==> src/verilog/wdt_lvr_pkg.sv <==
// Constants shared by the watchdog and low-voltage reset supervisor
package wdt_uv_pkg;
  // Register byte offsets
  localparam logic [7:0]  OFF_CTRL        = 8'h00;
  localparam logic [7:0]  OFF_CLKMODE     = 8'h04;
  localparam logic [7:0]  OFF_STATUS      = 8'h08;
  localparam logic [7:0]  OFF_WDT_COUNT   = 8'h0C;
  // Control register field positions
  localparam int          CTRL_SEL_LSB    = 0;
  localparam int          CTRL_UV_DIS     = 2;
  localparam int          CTRL_WDT_EN     = 3;
  // Clock mode register field positions
  localparam int          CLK_RC_EN       = 0;
  // Status register field positions
  localparam int          ST_WDT_RUN      = 0;
  localparam int          ST_UV_ACT       = 1;
  localparam int          ST_CPU_RUN      = 2;
  // Reset values
  localparam logic        RST_WDT_EN      = 1'b1;
  localparam logic        RST_RC_EN       = 1'b1;
  localparam logic        RST_UV_DIS      = 1'b0;
  localparam logic [1:0]  RST_WDT_SEL     = 2'h0;
  // Watchdog periods in low RC oscillator cycles
  localparam logic [18:0] WDT_PER_00      = 19'h0_2000;
  localparam logic [18:0] WDT_PER_01      = 19'h0_4000;
  localparam logic [18:0] WDT_PER_10      = 19'h1_0000;
  localparam logic [18:0] WDT_PER_11      = 19'h4_0000;
  // Boot and wake delays in low RC oscillator cycles
  localparam logic [11:0] BOOT_SLOW_CYC   = 12'h0BB8;
  localparam logic [11:0] FAST_CYC        = 12'h002D;
  localparam logic [11:0] NORMAL_WAKE_CYC = 12'h0BB8;
  // Low-voltage reset threshold codes, 4.0V down to 1.8V
  localparam logic [2:0]  UV_4V0          = 3'h0;
  localparam logic [2:0]  UV_1V8          = 3'h7;
  // Supervisor states, one-hot
  typedef enum logic [3:0] {
    S_BOOT = 4'h1,
    S_RUN  = 4'h2,
    S_HALT = 4'h4,
    S_WAKE = 4'h8
  } sup_state_t;
endpackage

==> src/verilog/sync2.sv <==
// Two flip-flop synchroniser for asynchronous input pins
`timescale 1ns/1ns
`default_nettype none
module sync2 #(
  parameter int W = 1
) (
  input  wire logic         clk,
  input  wire logic         resetn,
  input  wire logic [W-1:0] din,
  output logic      [W-1:0] dout
);
  typedef struct packed {
    logic [W-1:0] s1;
    logic [W-1:0] s2;
  } sync_t;

  sync_t st_reg;
  sync_t st_next;

  // First stage feeds only the second stage
  always_comb begin
    st_next    = st_reg;
    st_next.s1 = din;
    st_next.s2 = st_reg.s1;
  end

  always_ff @(posedge clk or negedge resetn) begin
    if (!resetn) begin
      st_reg <= '0;
    end else begin
      st_reg <= st_next;
    end
  end

  assign dout = st_reg.s2;
endmodule
`default_nettype wire

==> src/verilog/wdt_lvr_supervisor.sv <==
// Watchdog timer, low-voltage reset gating and boot/wake delay with AHB-Lite registers
// Functional notes
// - Watchdog runs from reset without software
// - Calibration routine outside boot turns watchdog off until re-enabled
// - No counting while low RC oscillator disabled
// - Select 00/01/10/11 gives 8192/16384/65536/262144
// - Threshold level fixed at build time
// - Threshold active only after power-on completes
// - Control bit 2 set disables low-voltage reset
// - Low-voltage reset inactive in both halt modes
// - Fast wake-up waits 45 low RC cycles
// - Boot delay about 3000 slow, 45 fast
`timescale 1ns/1ns
`default_nettype none
module wdt_uv_supervisor
  import wdt_uv_pkg::*;
#(
  parameter logic [2:0]  UV_LEVEL    = UV_1V8,
  parameter logic        BOOT_SLOW   = 1'b1,
  parameter logic [18:0] WDT_PER0    = WDT_PER_00,
  parameter logic [18:0] WDT_PER1    = WDT_PER_01,
  parameter logic [18:0] WDT_PER2    = WDT_PER_10,
  parameter logic [18:0] WDT_PER3    = WDT_PER_11,
  parameter logic [11:0] WAKE_NORMAL = NORMAL_WAKE_CYC
) (
  input  wire logic        clk,
  input  wire logic        resetn,
  input  wire logic        hsel,
  input  wire logic [31:0] haddr,
  input  wire logic [1:0]  htrans,
  input  wire logic        hwrite,
  input  wire logic [2:0]  hsize,
  input  wire logic [31:0] hwdata,
  input  wire logic        hready,
  output logic             hreadyout,
  output logic             hresp,
  output logic      [31:0] hrdata,
  input  wire logic        low_speed_rc_osc,
  input  wire logic        low_voltage_detect,
  input  wire logic        wdt_clear,
  input  wire logic        clock_calibration_routine,
  input  wire logic        standby_halt_req,
  input  wire logic        powerdown_halt_req,
  input  wire logic        wake_event,
  input  wire logic        fast_wake_sel,
  output logic             wdt_reset,
  output logic             low_voltage_reset,
  output logic [2:0]       uv_threshold_sel,
  output logic             cpu_run
);
  // Parameter sanity
  initial begin
    if (WDT_PER0 == 19'h0_0000 || WDT_PER1 == 19'h0_0000 || WDT_PER2 == 19'h0_0000 || WDT_PER3 == 19'h0_0000)
      $error("watchdog period must be nonzero");
    if (WAKE_NORMAL == 12'h000)
      $error("wake delay must be nonzero");
  end

  typedef struct packed {
    sup_state_t  state;
    logic        wdt_en;
    logic        rc_en;
    logic        uv_dis;
    logic [1:0]  wdt_sel;
    logic [18:0] wdt_cnt;
    logic [11:0] dly_cnt;
    logic        fast_wake;
    logic        rc_prev;
    logic        wdt_rst;
    logic        wr_pend;
    logic [7:0]  waddr;
    logic [31:0] rdata;
  } sup_t;

  sup_t        st_reg;
  sup_t        st_next;
  logic [1:0]  pins_s;
  logic        rc_s;
  logic        lv_s;
  logic        tick;
  logic        aphase;
  logic        uv_active;
  logic [18:0] period;
  logic [11:0] wake_target;
  logic [11:0] boot_target;

  // Oscillator and comparator come from outside the clock domain
  sync2 #(.W(2)) u_sync (
    .clk    (clk),
    .resetn (resetn),
    .din    ({low_voltage_detect, low_speed_rc_osc}),
    .dout   (pins_s)
  );
  assign rc_s = pins_s[0];
  assign lv_s = pins_s[1];

  // One tick per low RC rising edge, gated by the oscillator enable
  assign tick = rc_s & ~st_reg.rc_prev & st_reg.rc_en;

  // Period lookup
  always_comb begin
    case (st_reg.wdt_sel)
      2'h0:    period = WDT_PER0;
      2'h1:    period = WDT_PER1;
      2'h2:    period = WDT_PER2;
      default: period = WDT_PER3;
    endcase
  end

  assign boot_target = BOOT_SLOW ? BOOT_SLOW_CYC : FAST_CYC;
  assign wake_target = st_reg.fast_wake ? FAST_CYC : WAKE_NORMAL;
  assign aphase      = hsel & htrans[1] & hready;

  // Threshold only watched once boot completes and outside the halt modes
  assign uv_active   = (st_reg.state == S_RUN || st_reg.state == S_WAKE) & ~st_reg.uv_dis;

  // Next-state logic for bus, watchdog and supervisor
  always_comb begin
    st_next         = st_reg;
    st_next.rc_prev = rc_s;
    st_next.wdt_rst = 1'b0;
    st_next.wr_pend = aphase & hwrite;
    if (aphase) begin
      st_next.waddr = haddr[7:0];
    end
    // Read data captured in the address phase
    if (aphase && !hwrite) begin
      if (haddr[7:0] == OFF_CTRL) begin
        st_next.rdata = {28'h000_0000, st_reg.wdt_en, st_reg.uv_dis, st_reg.wdt_sel};
      end else if (haddr[7:0] == OFF_CLKMODE) begin
        st_next.rdata = {31'h0000_0000, st_reg.rc_en};
      end else if (haddr[7:0] == OFF_STATUS) begin
        st_next.rdata = {29'h0000_0000, st_reg.state == S_RUN, uv_active, st_reg.wdt_en};
      end else if (haddr[7:0] == OFF_WDT_COUNT) begin
        st_next.rdata = {13'h0000, st_reg.wdt_cnt};
      end else begin
        st_next.rdata = 32'h0000_0000;
      end
    end
    // Writes land at the end of the data phase; CPU cannot write during boot
    if (st_reg.wr_pend && st_reg.state != S_BOOT) begin
      if (st_reg.waddr == OFF_CTRL) begin
        st_next.wdt_sel = hwdata[CTRL_SEL_LSB +: 2];
        st_next.uv_dis  = hwdata[CTRL_UV_DIS];
        st_next.wdt_en  = hwdata[CTRL_WDT_EN];
      end else if (st_reg.waddr == OFF_CLKMODE) begin
        // Clock must already be switched away before this bit drops
        st_next.rc_en = hwdata[CLK_RC_EN];
      end
    end
    // Calibration wins over a same-cycle enable write
    if (clock_calibration_routine && st_reg.state != S_BOOT) begin
      st_next.wdt_en = 1'b0;
    end
    // Watchdog counter
    if (!st_reg.wdt_en) begin
      st_next.wdt_cnt = 19'h0_0000;
    end else if (wdt_clear) begin
      st_next.wdt_cnt = 19'h0_0000;
    end else if (tick) begin
      if (st_reg.wdt_cnt == period - 19'h0_0001) begin
        st_next.wdt_cnt = 19'h0_0000;
        st_next.wdt_rst = 1'b1;
      end else begin
        st_next.wdt_cnt = st_reg.wdt_cnt + 19'h0_0001;
      end
    end
    // Boot, halt and wake sequencing
    case (st_reg.state)
      S_BOOT: begin
        if (tick) begin
          if (st_reg.dly_cnt == boot_target - 12'h001) begin
            st_next.state   = S_RUN;
            st_next.dly_cnt = 12'h000;
          end else begin
            st_next.dly_cnt = st_reg.dly_cnt + 12'h001;
          end
        end
      end
      S_RUN: begin
        if (standby_halt_req || powerdown_halt_req) begin
          st_next.state = S_HALT;
        end
      end
      S_HALT: begin
        if (wake_event) begin
          st_next.state     = S_WAKE;
          st_next.dly_cnt   = 12'h000;
          st_next.fast_wake = fast_wake_sel;
        end
      end
      S_WAKE: begin
        if (tick) begin
          if (st_reg.dly_cnt == wake_target - 12'h001) begin
            st_next.state   = S_RUN;
            st_next.dly_cnt = 12'h000;
          end else begin
            st_next.dly_cnt = st_reg.dly_cnt + 12'h001;
          end
        end
      end
      default: begin
        st_next.state = S_BOOT;
      end
    endcase
  end

  // Watchdog enabled straight out of reset
  always_ff @(posedge clk or negedge resetn) begin
    if (!resetn) begin
      st_reg         <= '0;
      st_reg.state   <= S_BOOT;
      st_reg.wdt_en  <= RST_WDT_EN;
      st_reg.rc_en   <= RST_RC_EN;
      st_reg.uv_dis  <= RST_UV_DIS;
      st_reg.wdt_sel <= RST_WDT_SEL;
    end else begin
      st_reg <= st_next;
    end
  end

  // Zero-wait slave, always OKAY
  assign hreadyout         = 1'b1;
  assign hresp             = 1'b0;
  assign hrdata            = st_reg.rdata;
  assign wdt_reset         = st_reg.wdt_rst;
  assign low_voltage_reset = uv_active & lv_s;
  assign uv_threshold_sel  = UV_LEVEL;
  assign cpu_run           = st_reg.state == S_RUN;
endmodule
`default_nettype wire

==> config.mk <==
export PLATFORM = sky130hd
export DESIGN_NAME = wdt_uv_supervisor
export DESIGN_NICKNAME = d
export VERILOG_FILES = /design/src/verilog/wdt_lvr_pkg.sv /design/src/verilog/sync2.sv /design/src/verilog/wdt_lvr_supervisor.sv
export SDC_FILE = /design/constraint.sdc
export NUM_CORES = 1
export LEC_CHECK = 0
export ABC_AREA = 1
export BUFFER_PORTS_ARGS = -buffer_cell sky130_fd_sc_hd__buf_4
export CAP_MARGIN = 20
export CORE_UTILIZATION = 54
export CTS_BUF_LIST = sky130_fd_sc_hd__clkbuf_4 sky130_fd_sc_hd__clkbuf_8
export CTS_CLUSTER_DIAMETER = 60
export DETAILED_ROUTE_END_ITERATION = 8
export PLACE_DENSITY = 0.87
export SLEW_MARGIN = 40
export SYNTH_ARGS = -nofsm -noshare
export SYNTH_HDL_FRONTEND = slang
export SYNTH_SLANG_ARGS = --single-unit
==> constraint.sdc <==
create_clock -name clk -period 2.1 [get_ports clk]
set_clock_uncertainty 0.2 [all_clocks]
set_input_delay 0.105 -clock clk [delete_from_list [all_inputs] [get_ports clk]]
set_output_delay 0.105 -clock clk [all_outputs]
set_load 0.01 [all_outputs]
==> results of run 1 <==
==> final timing paths <==
check | depth (start not counted) | end | from
min in group asynchronous | 2 | st_reg[55]$_DFFE_PN0P_ | resetn
worst max register to register | 10 | st_reg[50]$_DFFE_PN0P_ | st_reg[80]$_DFFE_PN1P_
max in group asynchronous | 3 | st_reg[78]$_DFFE_PN1P_ | resetn
worst min-delay path | 4 | st_reg[40]$_DFF_PN0_ | htrans[1]
worst max-delay path | 5 | low_voltage_reset | st_reg[83]$_DFFE_PN0P_
worst min register to register | 0 | u_sync.dout[0]$_DFF_PN0_ | u_sync.st_next[0]$_DFF_PN0_
==> routing by layer <==
metal	part of all wire	wire length, um
met5	0	0
met4	0.016	160
met3	0.044	434
met2	0.49	4840
met1	0.45	4360
==> tightest hold or removal path, delay by kind of cell <==
kind	cells	cell delay [ns]
buf+inv	2	0.31
simple gates	2	0.14
==> synth_stat cells <==
| cell | instances | area share |
|---|---|---|
| a211oi_1 | 1 | 0.0018 |
| a21oi_1 | 10 | 0.012 |
| a31oi_1 | 1 | 0.0015 |
| and2_1 | 2 | 0.0029 |
| buf_12 | 1 | 0.0047 |
| buf_2 | 3 | 0.0035 |
| buf_4 | 37 | 0.065 |
| buf_6 | 1 | 0.0026 |
| clkbuf_1 | 5 | 0.0044 |
| clkbuf_2 | 1 | 0.0012 |
| conb_1 | 2 | 0.0018 |
| dfrtp_1 | 72 | 0.42 |
| dfstp_2 | 3 | 0.018 |
| ha_1 | 2 | 0.0058 |
| inv_1 | 55 | 0.048 |
| mux2_2 | 3 | 0.0079 |
| nand2_1 | 175 | 0.15 |
| nand2_2 | 3 | 0.0044 |
| nand2_4 | 1 | 0.0026 |
| nand3_1 | 40 | 0.047 |
| nand3_2 | 1 | 0.0023 |
| nand3_4 | 1 | 0.0041 |
| nand3b_1 | 1 | 0.0018 |
| nand4_1 | 12 | 0.018 |
| nor2_1 | 75 | 0.066 |
| nor2_2 | 2 | 0.0029 |
| nor2_4 | 3 | 0.0079 |
| nor3_1 | 8 | 0.0093 |
| nor4_1 | 2 | 0.0029 |
| o211ai_1 | 1 | 0.0018 |
| o21ai_0 | 28 | 0.033 |
| o21ai_2 | 10 | 0.020 |
| xnor2_1 | 2 | 0.0041 |
| xor2_1 | 9 | 0.018 |
==> cells by family (layout without fill, tap and decap cells) <==
group,after synthesis,in the layout,synth area share
other,2,18,0.00175
and+or+nand+nor,326,326,0.324
muxes,3,3,0.00788
adders and majority gates,2,2,0.00584
DFF,75,75,0.439
xor gates and xnor gates,11,11,0.0225
AOI/OAI and AO/OA,51,51,0.0698
buffers and inverters,103,152,0.129
==> repair_timing <==
| item | in CTS | in global routing |
|---|---|---|
| setup buffers | 0 | 0 |
| hold buffers | 23 | 0 |
| resized for setup | 0 | 2 |
| endpoints found under the hold margin | 96 | 0 |
| endpoints found under the setup margin | 0 | 5 |
==> power by group <==
part	total [W]	internal (W)	switching (W)
Combinational	0.000680	0.000252	0.000428
Sequential	0.00172	0.00158	0.000136
Clock	0.00102	0.000434	0.000586
Total	0.00342	0.00227	0.00115
==> cell type report <==
| class | instances | area share |
|---|---|---|
| sequential | 75 | 0.376 |
| inverter | 55 | 0.0413 |
| timing repair buffer | 81 | 0.138 |
| clock buffer | 9 | 0.0248 |
| clock inverter | 7 | 0.0105 |
| tap | 102 | 0.0255 |
| multi-input combinational | 411 | 0.383 |
==> stage by stage <==
stage / cells / utilization / worst slack, ns
finish: 740 / 0.650 / 0.135
global route: 740 / 0.650 / 0.0127
CTS: 740 / 0.650 / 0.0812
detailed placement: 701 / 0.597 / 0.0958
global placement: 701 / 0.597 / 0.157
floorplan: 589 / - / 0.396
==> metrics.md, run 1 <==
| Metric | Value |
|---|---|
| DRC violations left | 0 |
| Met3 Track Usage GR | 0.0436 |
| CTS Buf Count | 9 |
| WHS | 0.0182 ns |
| Clock latency on the worst-skew pair | 0.36 ns |
| Synth Area per Inst | 7.48 um2 |
| Startpoint Class | register |
| Seq/Total Area, Yosys | 0.439 |
| Share of post-route cells with drive strength above 1 | 0.161 |
| Fillers | 668 |
| Starting Density | 0.558 |
| Finish-stage setup viols | 0 |
| CTS tree | done |
| Worst EP required | 1.79 ns |
| Drt total wl | 9.79 mm |
| Area of the multi-input gates | 1920 um2 |
| Total GRT Usage | 0.254 |
| Post-synthesis sequential element count | 75 |
| Final Cycle Share | 0.936 |
| R2r setup slk | 0.16 ns |
| Post-route cell area | 5000 um2 |
| CTS sink count | 75 |
| Met1 GRT Util | 0.327 |
| Longest Clk Path Bufs | 2 |
| Critical path cell sequence | nor2_1 -> nand3_1 -> a21oi_1 -> and2_1 -> buf_4 |
| Placed instance area | 4590 um2 |
| Commonest non-fill, non-tap cell in the layout | nand2_1 |
| Die H | 91.1 um |
| Nets | 717 |
| Critical Path AT | 1.66 ns |
| Clk slew on worst S/H paths | 0.09 ns |
| Register area | 1880 um2 |
| Fin. max-slew vios | 0 |
| DP HPWL | 7.10 mm |
| Synth unique cells | 34 |
| CTS H-Tree Depth | 3 |
| Routed vias | 3762 |
| Overall Power | 0.00342 W |
| Max frequency | 509 MHz |
| GRT met2 Usage | 0.426 |
| Final GP Congestion | 0.907 |
| Slowest stage cell, crit path | dfrtp_1 |
| Warnings, synthesis | 0 |
| RSZ-0062 raised after global routing | no |
| Top cell family by delay on the critical path | simple AND/OR/NAND/NOR gates |
| Final ANT Viol Nets | 0 |
| Post-Syn Area | 4290 um2 |
| Kind of critical path | register to primary output |
| Critical Path Sink Type | primary output |
| Flip-flop count of the largest register after layout | 51 |
| Max-cap violation count | 0 |
| Max Fanout on Critical Path | 5 |
| Leakage | 2.49 nW |
| WL/cell | 13.2 um |
| Fin. Hold Viols | 0 |
| Status | finished, final reports clean |
| Max VDD drop | 0.000334 V |
| CTS root buffer | clkbuf_8 |
| Setup_tns | 0 ns |
| Residual overflow from global routing | 0 |
| Synthesis-to-finish area growth | 16.6% |
| Number of global-route vias before repair | 3711 |
| IO Pins | 122 |
| Final Critical Period | 1.97 ns |
| Die span in x | 91.1 um |
| CP max stage delay | 0.43 ns |
| Post-Syn Instances | 573 |
| Pin count of the biggest net entering global routing | 39 |
| Port buffer count | 47 |
| First-pass GRT wire length | 16.8 mm |
| Core area | 7690 um2 |
| PwrDens | 684 nW/um2 |
| Full die area | 8300 um2 |
| Initial antenna violation count | 0 |
| Hold Crit Class | primary input to register |
| Antenna cells | 0 |
| # rows | 32 |
| Drt first pass iters | 5 |
| GR peak layer | met2 |
| Initial drt markers | 267 |
| CP bufs+invs | 1 |
| Commonest cells after routing, fill and taps aside | nand2_1, nor2_1, dfrtp_1, buf_4, inv_1 |
| DR vias/cell | 5.08 |
(Power assumes the default switching activity.)
==> run 2: changes to the inputs <==
Settings changed: CORE_UTILIZATION 54 to 33, HOLD_SLACK_MARGIN set to 0.02, PLACE_DENSITY 0.87 to 0.6.
==> metrics.md, run 2 (same netlist as run 1, synthesis figures left out) <==
| Metric | Value |
|---|---|
| Commonest non-fill, non-tap cell in the layout | nand2_1 |
| Max frequency | 517 MHz |
| Status | finished, final reports clean |
| Pin count of the biggest net entering global routing | 45 |
| CTS Buf Count | 9 |
| CTS tree | done |
| DR vias/cell | 4.56 |
| Fin. Hold Viols | 0 |
| Fillers | 1325 |
| Total GRT Usage | 0.163 |
| Longest Clk Path Bufs | 2 |
| CTS H-Tree Depth | 3 |
| Final Cycle Share | 0.921 |
| DP HPWL | 7.38 mm |
| CTS sink count | 75 |
| Met3 Track Usage GR | 0.0324 |
| PwrDens | 659 nW/um2 |
| Reg2reg end | st_reg[48]$_DFFE_PN0P_ |
| Post-route cell area | 5090 um2 |
| GRT met2 Usage | 0.256 |
| Final ANT Viol Nets | 0 |
| Hold Crit Class | primary input to async pin |
| Worst EP required | 1.79 ns |
| Routed vias | 3702 |
| Starting Density | 0.340 |
| Core area | 12600 um2 |
| Finish-stage setup viols | 0 |
| Flip-flop count of the largest register after layout | 51 |
| Met1 GRT Util | 0.215 |
| Worst R2R Start | st_reg[44]$_DFFE_PN0P_ |
| Dpl ws | 0.113 ns |
| Fin. max-slew vios | 0 |
| Clock latency on the worst-skew pair | 0.35 ns |
| Final Critical Period | 1.93 ns |
| Commonest cells after routing, fill and taps aside | nand2_1, nor2_1, dfrtp_1, buf_4, inv_1 |
| Startpoint Class | register |
| Full die area | 13400 um2 |
| Placed instance area | 4680 um2 |
| GR peak layer | met2 |
| Nets | 721 |
| First-pass GRT wire length | 16.8 mm |
| R2R cell count | 8 |
| Max VDD drop | 0.000258 V |
| Max-cap violation count | 0 |
| Leakage | 2.51 nW |
| # rows | 41 |
| Kind of critical path | register to primary output |
| R2r setup slk | 0.17 ns |
| Setup repair bufs after CTS | 0 |
| DRC violations left | 0 |
| Initial drt markers | 225 |
| Final GP Congestion | 0.889 |
| WL/cell | 12.2 um |
| Initial antenna violation count | 0 |
| Critical Path Sink Type | primary output |
| Final setup margin | 0.166 ns |
| Number of global-route vias before repair | 3513 |
| IO Pins | 122 |
| Max Fanout on Critical Path | 5 |
| Drt total wl | 9.91 mm |
| Antenna cells | 0 |
| Die H | 116 um |
| Overall Power | 0.00336 W |
| CTS root buffer | clkbuf_8 |
| Port buffer count | 47 |
| Synthesis-to-finish area growth | 18.7% |
| Residual overflow from global routing | 0 |
| Post-layout util | 0.403 |
| Clk slew on worst S/H paths | 0.08 ns |
| Critical Path AT | 1.63 ns |
| Drt first pass iters | 4 |
| Die span in x | 116 um |
| Share of post-route cells with drive strength above 1 | 0.161 |
-- run 2: changes by cell type in the layout (fill, tap and decap cells not counted), sizes merged --
cell	change
buf	+3
clkinvlp	-3
clkbuf	+2
inv	-2
clkinv	+1
dlygate4sd3	+1
-- run 2: worst max-delay path by stage --
stage,slack [ns],startpoint,endpoint
6_report,0.17,st_reg[83]$_DFFE_PN0P_,low_voltage_reset
5_1_grt,-0.005,st_reg[80]$_DFFE_PN1P_,st_reg[48]$_DFFE_PN0P_
4_1_cts,0.10,st_reg[80]$_DFFE_PN1P_,st_reg[48]$_DFFE_PN0P_
3_5_place_dp,0.11,st_reg[80]$_DFFE_PN1P_,st_reg[48]$_DFFE_PN0P_
3_3_place_gp,0.14,st_reg[80]$_DFFE_PN1P_,st_reg[55]$_DFFE_PN0P_
2_1_floorplan,0.40,st_reg[80]$_DFFE_PN1P_,st_reg[55]$_DFFE_PN0P_
-- run 2: cell type report --
type                            count  area [um2]  share of cell area
Clock inverter                      3        17.5             0.00344
Inverter                           55         206              0.0406
Clock buffer                       11         139              0.0273
Tap cell                          172         215              0.0423
Sequential cell                    75        1880               0.369
Multi-Input combinational cell    411        1920               0.377
Timing Repair Buffer               85         714               0.140
-- run 2: repair_timing --
action	4_1_cts	5_1_grt
endpoints found under the hold margin	99	0
hold buffers	24	0
resized for setup	0	2
setup endpoints to repair	0	5
-- run 2: metal layers --
metal  vias to the layer above  wire, um
li1                       1879         -
met1                      1721      4680
met2                        86      4580
met3                        16       413
met4                         0       240
met5                         -         0
-- run 2: critical path: stages, from the launching register on --
cell and delay [ns]:
dfrtp_1 0.43, nor2_1 0.19, nand3_1 0.16, a21oi_1 0.23
and2_1 0.16, buf_4 0.11
-- run 2: where the power goes --
part | total [W] | internal, W | switching [W] | leakage, nW
sequential | 0.00173 | 0.00158 | 0.000141 | 0.963
combinational | 0.000676 | 0.000251 | 0.000424 | 1.47
clock | 0.000955 | 0.000438 | 0.000517 | 0.0819
-- run 2: stage by stage --
| stage | instances | setup TNS (ns) | hold slack (ns) |
|---|---|---|---|
| 2_1_floorplan | 589 | 0 | -0.391 |
| 4_1_cts | 812 | 0 | 0.0427 |
| 5_1_grt | 812 | -0.00469 | 0.0759 |
| 3_5_place_dp | 774 | 0 | -0.109 |
| 3_3_place_gp | 774 | 0 | -0.114 |
| 6_report | 812 | 0 | 0.0401 |
